**src/shared/rsl_pkg.sv**
```systemverilog
// Shared constants and types for the serial command link slave
package rsl_pkg;

  // ------------------------------------------------------------
  // Clock and bit rates
  // ------------------------------------------------------------
  localparam int unsigned CLK_HZ        = 100_000_000;
  localparam int unsigned BAUD_MIN      = 1200;
  localparam int unsigned BAUD_MAX      = 19200;
  localparam int unsigned BAUD_DEFAULT  = 9600;
  localparam int          RATE_W        = 3;
  localparam int          DIV_W         = 17;
  // Rate code n selects BAUD_MIN << n, so 0..4 spans 1200..19200
  localparam logic [2:0]  RATE_CODE_MAX = 3'h4;
  localparam logic [2:0]  RATE_CODE_DEF = 3'h3;

  // ------------------------------------------------------------
  // Character framing
  // ------------------------------------------------------------
  localparam int          DATA_BITS     = 8;
  localparam logic [3:0]  RX_SAMPLES    = 4'h9;
  localparam logic [3:0]  TX_LAST_BIT   = 4'hA;
  localparam logic        PARITY_ODD    = 1'b0;

  // ------------------------------------------------------------
  // Control characters
  // ------------------------------------------------------------
  localparam logic [7:0]  CHR_CR        = 8'h0D;
  localparam logic [7:0]  CHR_FF        = 8'h0C;
  localparam logic [7:0]  CHR_US        = 8'h1F;
  localparam logic [3:0][7:0] ACK_SEQ   = {CHR_CR, CHR_CR, CHR_US, CHR_FF};
  localparam logic [1:0]  ACK_LAST      = 2'h3;

  // ------------------------------------------------------------
  // Command buffer
  // ------------------------------------------------------------
  localparam int          CMD_DEPTH     = 32;
  localparam int          CMD_AW        = 5;

  // ------------------------------------------------------------
  // Carriers
  // ------------------------------------------------------------
  typedef struct packed {
    logic       valid;
    logic [7:0] data;
  } rsl_char_t;

  typedef struct packed {
    logic       last;
    logic [7:0] data;
  } rsl_rsp_t;

  function automatic logic [DIV_W-1:0] rsl_bit_div(input logic [2:0] code);
    rsl_bit_div = DIV_W'(CLK_HZ / (BAUD_MIN << code));
  endfunction : rsl_bit_div

endpackage : rsl_pkg

```
**src/hw/rsl_cmd_mem.sv**
```systemverilog
// Command character buffer with registered read port
`timescale 1ns/1ps
module rsl_cmd_mem #(
  parameter int W     = 8,
  parameter int DEPTH = 32,
  parameter int AW    = 5
) (
  input  wire logic          clk,
  input  wire logic          wr_en,
  input  wire logic [AW-1:0] wr_addr,
  input  wire logic [W-1:0]  wr_data,
  input  wire logic [AW-1:0] rd_addr,
  output logic      [W-1:0]  rd_data_q
);

  // ------------------------------------------------------------
  // Storage
  // ------------------------------------------------------------
  // No reset on the array so it maps to plain RAM
  logic [W-1:0] mem_q [DEPTH];

  always_ff @(posedge clk)
  begin
    if (wr_en)
    begin
      mem_q[wr_addr] <= wr_data;
    end
    rd_data_q <= mem_q[rd_addr];
  end

endmodule : rsl_cmd_mem

```
**src/hw/rsl_uart_rx.sv**
```systemverilog
// Character receiver: start, 8 data, parity, stop
`timescale 1ns/1ps
module rsl_uart_rx
  import rsl_pkg::*;
(
  input  wire logic              clk,
  input  wire logic              rst_sync_b,
  input  wire logic              rxd,
  input  wire logic [DIV_W-1:0]  bit_div,
  output rsl_pkg::rsl_char_t     char_q,
  output logic                   frame_err_q
);

  typedef enum logic [1:0] {RX_IDLE, RX_START, RX_BITS, RX_STOP} rsl_rx_state_t;

  rsl_rx_state_t    state_q;
  logic [DIV_W-1:0] cnt_q;
  logic [3:0]       idx_q;
  logic [8:0]       sh_q;

  wire cnt_zero   = (cnt_q == '0);
  wire parity_ok  = ((^sh_q) == PARITY_ODD);
  wire [DIV_W-1:0] div_m1 = bit_div - DIV_W'(1);

  // ------------------------------------------------------------
  // Mid-bit sampling
  // ------------------------------------------------------------
  always_ff @(posedge clk or negedge rst_sync_b)
  begin
    if (!rst_sync_b)
    begin
      state_q     <= RX_IDLE;
      cnt_q       <= '0;
      idx_q       <= '0;
      sh_q        <= '0;
      char_q      <= '0;
      frame_err_q <= 1'b0;
    end
    else
    begin
      char_q.valid <= 1'b0;
      frame_err_q  <= 1'b0;
      cnt_q        <= cnt_zero ? cnt_q : cnt_q - DIV_W'(1);
      case (state_q)
        RX_IDLE:
          if (!rxd)
          begin
            state_q <= RX_START;
            cnt_q   <= bit_div >> 1;
          end
        RX_START:
          if (cnt_zero)
          begin
            state_q <= rxd ? RX_IDLE : RX_BITS;
            cnt_q   <= div_m1;
            idx_q   <= '0;
          end
        RX_BITS:
          if (cnt_zero)
          begin
            sh_q    <= {rxd, sh_q[8:1]};
            idx_q   <= idx_q + 4'h1;
            cnt_q   <= div_m1;
            if (idx_q == RX_SAMPLES - 4'h1)
            begin
              state_q <= RX_STOP;
            end
          end
        RX_STOP:
          if (cnt_zero)
          begin
            state_q <= RX_IDLE;
            if (rxd && parity_ok)
            begin
              char_q.valid <= 1'b1;
              char_q.data  <= sh_q[7:0];
            end
            else
            begin
              frame_err_q <= 1'b1;
            end
          end
        default: state_q <= RX_IDLE;
      endcase
    end
  end

endmodule : rsl_uart_rx

```
**src/hw/rsl_link_slave.sv**
```systemverilog
// Slave end of the four-wire serial command link
`timescale 1ns/1ps
module rsl_link_slave
  import rsl_pkg::*;
#(
  parameter int          DEPTH    = CMD_DEPTH,
  parameter int          AW       = CMD_AW,
  // Clock rate that all bit times are reckoned from
  parameter int unsigned CLK_FREQ = CLK_HZ
) (
  input  wire logic                     clk,
  input  wire logic                     rst_b,
  input  wire logic                     rxd,
  output logic                          txd,
  output logic                          drv_en,
  input  wire logic                     default_init_jumper,
  input  wire logic                     control_priority_jumper,
  input  wire logic [RATE_W-1:0]        saved_rate_code,
  input  wire logic                     rate_wr,
  input  wire logic [RATE_W-1:0]        rate_code,
  output logic      [RATE_W-1:0]        bit_rate_setting,
  output logic                          init_normal,
  output logic                          init_total,
  output logic                          cmd_valid,
  output logic      [AW:0]              cmd_len,
  input  wire logic [AW-1:0]            cmd_rd_addr,
  output logic      [7:0]               cmd_rd_data,
  input  wire logic                     cmd_done,
  output logic                          rx_err,
  input  wire logic                     ack_req,
  input  wire logic                     rsp_valid,
  input  wire rsl_pkg::rsl_rsp_t        rsp,
  output logic                          rsp_ready
);

  // ------------------------------------------------------------
  // Reset release
  // ------------------------------------------------------------
  logic rst_meta_q;
  logic rst_sync_q;

  always_ff @(posedge clk or negedge rst_b)
  begin
    if (!rst_b)
    begin
      rst_meta_q <= 1'b0;
      rst_sync_q <= 1'b0;
    end
    else
    begin
      rst_meta_q <= 1'b1;
      rst_sync_q <= rst_meta_q;
    end
  end

  // ------------------------------------------------------------
  // Bit rate setting and jumper restore
  // ------------------------------------------------------------
  logic              strap_done_q;
  logic [RATE_W-1:0] rate_q;
  logic              init_normal_q;
  logic              init_total_q;

  wire saved_ok = (saved_rate_code <= RATE_CODE_MAX);
  wire wr_ok    = rate_wr && (rate_code <= RATE_CODE_MAX);
  wire [RATE_W-1:0] strap_rate = default_init_jumper ? RATE_CODE_DEF :
                                 (saved_ok ? saved_rate_code : RATE_CODE_DEF);
  // out of range codes are ignored
  wire [RATE_W-1:0] rate_d = !strap_done_q ? strap_rate :
                             (wr_ok ? rate_code : rate_q);

  always_ff @(posedge clk or negedge rst_sync_q)
  begin
    if (!rst_sync_q)
    begin
      rate_q        <= RATE_CODE_DEF;
      strap_done_q  <= 1'b0;
      init_normal_q <= 1'b0;
      init_total_q  <= 1'b0;
    end
    else
    begin
      strap_done_q  <= 1'b1;
      rate_q        <= rate_d;
      init_normal_q <= !strap_done_q && default_init_jumper && control_priority_jumper;
      init_total_q  <= !strap_done_q && default_init_jumper && !control_priority_jumper;
    end
  end

  assign bit_rate_setting = rate_q;
  assign init_normal      = init_normal_q;
  assign init_total       = init_total_q;

  // divisor fixed by the setting, never by the line
  // Constant table per rate code avoids a run-time divider
  logic [DIV_W-1:0] div_tab [2**RATE_W];

  for (genvar g = 0; g < 2**RATE_W; g++)
  begin : g_div
    assign div_tab[g] = DIV_W'(CLK_FREQ / (BAUD_MIN << g));
  end

  wire [DIV_W-1:0] bit_div = div_tab[rate_q];

  // ------------------------------------------------------------
  // Receive path
  // ------------------------------------------------------------
  rsl_char_t rx_char;
  logic      rx_err_w;

  // receiver runs regardless of transmit state
  rsl_uart_rx u_rx (
    .clk         (clk),
    .rst_sync_b  (rst_sync_q),
    .rxd         (rxd),
    .bit_div     (bit_div),
    .char_q      (rx_char),
    .frame_err_q (rx_err_w)
  );

  assign rx_err = rx_err_w;

  // ------------------------------------------------------------
  // Command buffer
  // ------------------------------------------------------------
  logic        pend_q;
  logic [AW:0] len_q;
  logic        owed_q;

  wire rx_take  = rx_char.valid && (!pend_q || cmd_done);
  wire rx_is_cr = (rx_char.data == CHR_CR);
  wire [AW:0] len_base = (pend_q && cmd_done) ? '0 : len_q;
  // Overflowing characters are dropped; the string still closes on CR
  wire room     = (len_base < (AW+1)'(DEPTH));
  wire buf_wr   = rx_take && !rx_is_cr && room;
  wire cmd_end  = rx_take && rx_is_cr;
  wire ans_start;

  rsl_cmd_mem #(
    .W     (8),
    .DEPTH (DEPTH),
    .AW    (AW)
  ) u_mem (
    .clk       (clk),
    .wr_en     (buf_wr),
    .wr_addr   (len_base[AW-1:0]),
    .wr_data   (rx_char.data),
    .rd_addr   (cmd_rd_addr),
    .rd_data_q (cmd_rd_data)
  );

  always_ff @(posedge clk or negedge rst_sync_q)
  begin
    if (!rst_sync_q)
    begin
      pend_q <= 1'b0;
      len_q  <= '0;
      owed_q <= 1'b0;
    end
    else
    begin
      // hand over on CR, clear on done
      pend_q <= cmd_end || (pend_q && !cmd_done);
      len_q  <= buf_wr ? len_base + (AW+1)'(1) : len_base;
      // reply allowed only after a command; new command wins
      owed_q <= cmd_end || (owed_q && !ans_start);
    end
  end

  assign cmd_valid = pend_q;
  assign cmd_len   = len_q;

  // ------------------------------------------------------------
  // Transmit sequencer
  // ------------------------------------------------------------
  typedef enum logic [2:0] {TS_IDLE, TS_ACK, TS_HEAD, TS_BODY, TS_TAIL, TS_DRAIN}
    rsl_tx_state_t;

  rsl_tx_state_t    ts_q;
  rsl_tx_state_t    ts_d;
  logic [1:0]       ack_idx_q;
  logic             busy_q;
  logic [10:0]      sh_q;
  logic [DIV_W-1:0] tcnt_q;
  logic [3:0]       tbit_q;
  logic             drv_q;

  wire start_ack = (ts_q == TS_IDLE) && owed_q && ack_req;
  wire start_rsp = (ts_q == TS_IDLE) && owed_q && !ack_req && rsp_valid;
  assign ans_start = start_ack || start_rsp;

  wire in_ack   = (ts_q == TS_ACK);
  wire in_body  = (ts_q == TS_BODY);
  wire in_cr    = (ts_q == TS_HEAD) || (ts_q == TS_TAIL);
  wire body_go  = in_body && !busy_q && rsp_valid;
  wire load     = !busy_q && (in_ack || in_cr || body_go);
  wire [7:0] load_chr = in_ack ? ACK_SEQ[ack_idx_q] :
                        in_cr  ? CHR_CR : rsp.data;
  wire load_par = (^load_chr) ^ PARITY_ODD;
  wire ack_end  = in_ack && load && (ack_idx_q == ACK_LAST);
  wire tcnt_z   = (tcnt_q == '0);
  wire [DIV_W-1:0] tdiv_m1 = bit_div - DIV_W'(1);

  assign rsp_ready = body_go;

  always_comb
  begin
    ts_d = ts_q;
    case (ts_q)
      TS_IDLE:
        if (start_ack)
          ts_d = TS_ACK;
        else if (start_rsp)
          ts_d = TS_HEAD;
      TS_ACK:   if (ack_end) ts_d = TS_DRAIN;
      TS_HEAD:  if (load) ts_d = TS_BODY;
      TS_BODY:  if (body_go && rsp.last) ts_d = TS_TAIL;
      TS_TAIL:  if (load) ts_d = TS_DRAIN;
      TS_DRAIN: if (!busy_q) ts_d = TS_IDLE;
      default:  ts_d = TS_IDLE;
    endcase
  end

  always_ff @(posedge clk or negedge rst_sync_q)
  begin
    if (!rst_sync_q)
    begin
      ts_q      <= TS_IDLE;
      ack_idx_q <= '0;
      drv_q     <= 1'b0;
    end
    else
    begin
      ts_q      <= ts_d;
      ack_idx_q <= start_ack ? 2'h0 : (in_ack && load ? ack_idx_q + 2'h1 : ack_idx_q);
      // driver on only while a reply is underway
      drv_q     <= (ts_d != TS_IDLE);
    end
  end

  // ------------------------------------------------------------
  // Transmit bit engine
  // ------------------------------------------------------------
  always_ff @(posedge clk or negedge rst_sync_q)
  begin
    if (!rst_sync_q)
    begin
      busy_q <= 1'b0;
      sh_q   <= '1;
      tcnt_q <= '0;
      tbit_q <= '0;
    end
    else if (load)
    begin
      // start, data LSB first, parity, stop
      busy_q <= 1'b1;
      sh_q   <= {1'b1, load_par, load_chr, 1'b0};
      tcnt_q <= tdiv_m1;
      tbit_q <= TX_LAST_BIT;
    end
    else if (busy_q)
    begin
      if (!tcnt_z)
      begin
        tcnt_q <= tcnt_q - DIV_W'(1);
      end
      else if (tbit_q == 4'h0)
      begin
        busy_q <= 1'b0;
      end
      else
      begin
        sh_q   <= {1'b1, sh_q[10:1]};
        tbit_q <= tbit_q - 4'h1;
        tcnt_q <= tdiv_m1;
      end
    end
  end

  // transmit pair independent of receive pair
  assign txd    = sh_q[0];
  assign drv_en = drv_q;

endmodule : rsl_link_slave

```
**config.mk**
```make
export PLATFORM = sky130hd
export DESIGN_NAME = rsl_link_slave
export DESIGN_NICKNAME = d
export VERILOG_FILES = /design/src/shared/rsl_pkg.sv /design/src/hw/rsl_cmd_mem.sv /design/src/hw/rsl_uart_rx.sv /design/src/hw/rsl_link_slave.sv
export SDC_FILE = /design/constraint.sdc
export NUM_CORES = 1
export LEC_CHECK = 0
export BUFFER_PORTS_ARGS = -buffer_cell sky130_fd_sc_hd__buf_2
export CAP_MARGIN = 0
export CORE_UTILIZATION = 35
export CTS_BUF_LIST = sky130_fd_sc_hd__clkbuf_4 sky130_fd_sc_hd__clkbuf_8 sky130_fd_sc_hd__clkbuf_16
export DETAILED_ROUTE_END_ITERATION = 7
export PLACE_DENSITY = 0.58
export SETUP_SLACK_MARGIN = 0.3
export SYNTH_ARGS = -nofsm -noshare
export SYNTH_HDL_FRONTEND = slang
export SYNTH_SLANG_ARGS = --single-unit
```
**constraint.sdc**
```tcl
create_clock -name clk -period 4.6 [get_ports clk]
set_input_delay 0.23 -clock clk [delete_from_list [all_inputs] [get_ports clk]]
set_output_delay 0.23 -clock clk [all_outputs]
set_load 0.005 [all_outputs]
```
Yosys cells after proc, flatten, opt, wreduce, memory -nomap -nowiden
Memory sizes are Yosys's and may differ from the RTL's. A register that Yosys moved wholly into a read port is not among the register bits.
Cells that the tools add are included.
W data, S select, Z words.
- ROM bits: 136
- memories: 2
- output and inout bits: 24
- register bits: 97
- memory bits (writable): 256
- word-level logic and storage cells: 174
- input port bits: 29
- memory list (name ; depth ; width ; read ports ; clocked after memory_dff ; write ports ; RTL line ; RTL):
    u_mem.mem_q ; 32 ; 8 ; 1 ; 1 ; 1 ; rsl_cmd_mem.sv:20 ; logic [W-1:0] mem_q [DEPTH];
    (no name shown) ; 8 ; 17 ; 1 ; 0 ; 0 ; rsl_link_slave.sv:103 ; wire [DIV_W-1:0] bit_div = div_tab[rate_q];
- magnitude comparators: 5
- eq/ne operators: 19
- muxes and demuxes: 60
- $add $sub $neg: 7
- reduce and logical (&&, ||, !) cells: 56
- bitwise gates (word level): 2
- operators with widths (kind ; number):
    $mux W17 ; 9
    $sub A17 B1 Y17 const B ; 3
    $mux W11 ; 4
    $logic_not A17 Y1 ; 2
    $pmux W17 S2 ; 1
    $mux W3 ; 11
    $mux W9 ; 3
    $mux W4 ; 6
    $mux W8 ; 3
    $logic_and A1 B1 Y1 ; 22
    $pmux W3 S6 ; 1
    $bmux W8 S2 ; 1
    $mux W2 ; 8
    $mux W6 ; 2
    $ne A2 B1 Y1 const B ; 5
    $mux W1 ; 9
    $reduce_and A3 Y1 ; 3
    $reduce_xor A9 Y1 ; 1
    $eq A8 B4 Y1 const B ; 1
    $logic_not A1 Y1 ; 8
    $pmux W2 S4 ; 1
    $pmux W4 S2 ; 1
    $reduce_bool A2 Y1 ; 4
    $reduce_xor A8 Y1 ; 1
    other kinds (26) ; 39

Longest topological paths before layout
- word-level depth: 10
- depth in mapped cells: 11
- depth with buffers taken out: 9

By module
Synthesis repeated with hierarchy kept, for this count alone.
- cell total of the unflattened synthesis: 1086
- area total of the unflattened synthesis: 16210.5 um^2
- by module, submodules not included (module ; sequential area each (um^2) ; cells each ; instances ; area each (um^2)):
    rsl_cmd_mem ; 7847.5 ; 417 ; 1 ; 10053.4
    rsl_link_slave ; 1366.3 ; 394 ; 1 ; 3505.9
    rsl_uart_rx ; 1051.0 ; 275 ; 1 ; 2651.3

Worst setup path before layout
No wires, ideal clock.
- path kind: register to register
- start point: register rate_q[1] (netlist: bit_rate_setting[1])
- end point: register tcnt_q[8]
- library setup time: 0.118 ns
- required time: 4.482 ns
- arrival: 2.307 ns
- stages on the path, launching flop included: 11
- slack: 2.175 ns
- period minus slack after synthesis: 2.425 ns
- buffers on the path: 2
- cells stage by stage: dfstp_2 clkbuf_1 inv_1 ha_1 clkbuf_1 o21bai_1 o211ai_1 o311ai_0 o21ai_0 a32o_1 a21o_1
- longest elaborated chain between the ends: 9
- RTL lines (item ; RTL line ; RTL):
    start, declared ; rsl_link_slave.sv:60 ; logic [RATE_W-1:0] rate_q;
    start signal, assigned ; rsl_link_slave.sv:84 ; rate_q <= rate_d;
    $not A3 Y4 (implied by the code) * ; rsl_link_slave.sv:103 ;
    $mem_v2 Z8 W17 * ; n/a ;
    $mux W17 (implied by the code) * (2 in a row) ; rsl_link_slave.sv:103 ;
    $sub A17 B1 Y17 * ; rsl_link_slave.sv:202 ; wire [DIV_W-1:0] tdiv_m1 = bit_div - DIV_W'(1);
    $mux W17 ; rsl_link_slave.sv:267 ; else if (tbit_q == 4'h0)
    $mux W17 ; rsl_link_slave.sv:263 ; if (!tcnt_z)
    $mux W17 ; rsl_link_slave.sv:261 ; else if (busy_q)
    $mux W17 * ; rsl_link_slave.sv:253 ; else if (load)
    end signal, assigned ; rsl_link_slave.sv:258 ; tcnt_q <= tdiv_m1;
    end signal, assigned ; rsl_link_slave.sv:265 ; tcnt_q <= tcnt_q - DIV_W'(1);
    end signal, assigned ; rsl_link_slave.sv:275 ; tcnt_q <= tdiv_m1;
    end, declared ; rsl_link_slave.sv:184 ; logic [DIV_W-1:0] tcnt_q;
Every way passes the cells marked *; elsewhere a longest branch is shown, timed or not. The select of a mux whose other input is x is not followed.
A chain may end at the register's enable or synchronous reset.

Final worst setup path
- start point: register tcnt_q[0]
- end point: register tcnt_q[8]
- longest elaborated chain between the ends: 4
- elaborated cells between the ends (all ways): 7
- those cells by class: 1 x add/sub; 1 x eq/ne; 3 x mux; 2 x reduce/logical
- RTL lines (item ; RTL line):
    $sub A17 B1 Y17 / $logic_not A17 Y1 (equally long branches) ; rsl_link_slave.sv:265, rsl_link_slave.sv:201
    $mux W17 ; rsl_link_slave.sv:263
    $mux W17 ; rsl_link_slave.sv:261
    $mux W17 ; rsl_link_slave.sv:253
Parallel ways exist; a longest one is shown, timed or not. The select of a mux whose other input is x is not followed.

==> out/summary.txt <==
status = finished clean
postcts setup bufs = 0
CTS max path bufs = 3
largest net degree at the start of global routing = 57
clk sinks = 360
# IOs = 53
#FFs+latches synth = 360
Power Total = 8.058 mW
syn_area_per_cell = 14.59 um^2
Die Y = 216.7 um
clock latency on the worst-skew pair = 0.55 ns
fin nets = 1223
grt total ovfl = 0
DIE WIDTH = 216.7 um
Ant. Diodes = 0
vias = 9544
post-route cell area = 0.01854 mm^2
EDFF count, synth = 256
Final Critical Period = 3.224 ns
P_leak = 6.712 nW
# port buffers = 52
Vias/cell = 5.302
cell count after placement = 1715
final core occ = 40.85%
Num CTS Buffers = 40
routed len/inst = 20.33 um
synthesized area = 0.01614 mm^2
overall global routing resource usage = 15.86%
# DRC = 0
HPWL Detailed = 23850 um
Placed Instance Area = 0.01702 mm^2
DR iter-0 viols = 710
Worst slew margin = 32.19%
# rows = 78
commonest non-fill, non-tap cell in the layout = edfxtp_1
CTS Hold Bufs = 13
footprint of the multi-input gates = 0.005507 mm^2
Pwr Density = 434.7 mW/mm^2
CP Data Required Time = 5.03 ns
Setup Skew = 0.01934 ns
slack of the critical path = 1.376 ns
Synth Flop Type = edfxtp_1
CP Capture Type = flop
wire length of the first global-routing pass = 57580 um
maximum VDD drop = 0.2324 mV
Final period util = 70.09%
gpl congestion = 0.8329
max cap viols = 0
Synthesis Warnings = 0
worst slack, placed = 1.444 ns
Max Fanout on Critical Path = 18
CP startpoint kind = flop
Finished Layout Cells = 1800
Slew Limit Fails = 0
number of global-route vias before repair = 9757
DRT Pass-1 Iters = 5
FF/Latch Area = 0.01027 mm^2
most frequent cells in the layout = edfxtp_1 (256), nor2_1 (95), dfrtp_1 (83), mux4_2 (80), nand2_1 (64)
Cells after Synth = 1106
Yosys cell types = 77
# H-tree levels = 2
worst-margin pin slew = 1.017 ns
Clk pin slew, worst setup/hold paths = 0.06 ns
clk root buf = clkbuf_16
Final ANT Viol Nets = 0
Final Hold Viols = 0
Area growth syn-to-layout = 14.89%
final setup fails = 0
hold_ws = 0.03032 ns
HP Class = in2reg
fill count = 4217
effective utilization at floorplan = 35.56%
post-cts sizing count = 0
RSZ-0062 raised after global routing = false
initial antenna violation count = 0
total die area = 0.04696 mm^2
worst path arrival time = 3.65 ns
TNS Setup = 0 ns
layout cells sized above 1 = 22.50%
core footprint = 0.04538 mm^2
sequential share of the synthesized area = 63.62%
ys async rst share = 26.67%
fmax = 0.3102 GHz
crit path kind = reg2reg
final wirelength = 36590 um
CTS tree = built
## critical path, stage by stage, from the launching register on
cell and delay, ns:
dfrtp_1 0.43, inv_1 0.08, ha_1 0.18, nor3b_1 0.41, nand3_2 0.20, nor3_1 0.54
a21o_1 0.60, inv_2 0.26, a32o_1 0.28, a21o_1 0.15
## final timing paths
check | cells past startpoint | to | from | slack, ns
setup reg to reg | 9 | tcnt_q[8] | tcnt_q[0] | 1.38
max in group asynchronous | 1 | async pin | rst_sync_q | 3.18
min in group asynchronous | 0 | tbit_q[0] | rst_sync_q | 0.40
hold / removal | 3 | ts_q[0] | ack_req | 0.03
setup / recovery | 9 | tcnt_q[8] | tcnt_q[0] | 1.38
hold reg to reg | 0 | rst_sync_q | rst_meta_q | 0.35
## synthesized netlist by cell type (13+ instances only)
cell      count  area share, %
nor2_1       95            2.2
xnor2_1      21            1.1
o21ai_0      43            1.3
o22ai_1      14           0.54
mux4_2       80             11
nand2b_1     13           0.50
nand3_1      21           0.65
inv_1        29           0.67
nor3_1       27           0.84
xor2_1       13           0.71
a21oi_1      57            1.8
dfrtp_1      84             13
edfxtp_1    256             48
ha_1         24            1.9
clkbuf_1     36           0.84
nand2_1      64            1.5
nor2b_1      13           0.50
mux2i_1      14           0.87
mux2_2       26            1.8
## report_power, final
| group | switching, mW | leakage [nW] | total, mW | internal (mW) |
|---|---|---|---|---|
| Clock | 1.31 | 0.686 | 3.35 | 2.04 |
| Sequential | 0.115 | 3.70 | 3.65 | 3.53 |
| Combinational | 0.630 | 2.33 | 1.06 | 0.434 |
## per-layer routing
metal | vias to the layer above | wire [um] | part of all wire (%) | track usage (%)
li1 | 4369 | - | - | -
met1 | 4876 | 16530 | 45 | 22.35
met2 | 255 | 17640 | 48 | 25.65
met3 | 44 | 1781 | 4.9 | 2.344
met4 | 0 | 643 | 1.8 | 4.108
met5 | - | 0 | 0 | 0
## area by class of cell
cell class                      count  share of cell area (%)
Clock buffer                       52                   6.108
Clock inverter                     20                   1.404
Inverter                           31                  0.6277
Multi-Input combinational cell    659                   29.70
Sequential cell                   360                   55.39
Tap cell                          600                   4.050
Timing Repair Buffer               78                   2.713
## sequential cells by signal, summed over array words and instances (netlist names), 3 cells and up, named ones only
| name | cells |
|---|---|
| ts_q | 3 |
| bit_rate_setting | 3 |
| u_mem.rd_data_q | 8 |
| u_rx.sh_q | 9 |
| sh_q | 10 |
| u_mem.mem_q | 256 |
| u_rx.idx_q | 4 |
| cmd_len | 6 |
| u_rx.cnt_q | 17 |
| tbit_q | 4 |
| tcnt_q | 17 |
| u_rx.char_q | 9 |
## kinds of logic (layout without fill, tap and decap cells)
kind of cell	Yosys count	after routing	share of synthesized area [%]
flops	360	360	63.62
simple gates	296	296	9.173
compound gates	182	182	7.212
mux	120	120	13.85
buf+inv	88	181	2.280
xor+xnor	35	35	1.985
fa+ha+maj	24	24	1.861
other cells	1	2	0.02324
Note: power is estimated with default switching activity, not from simulation.
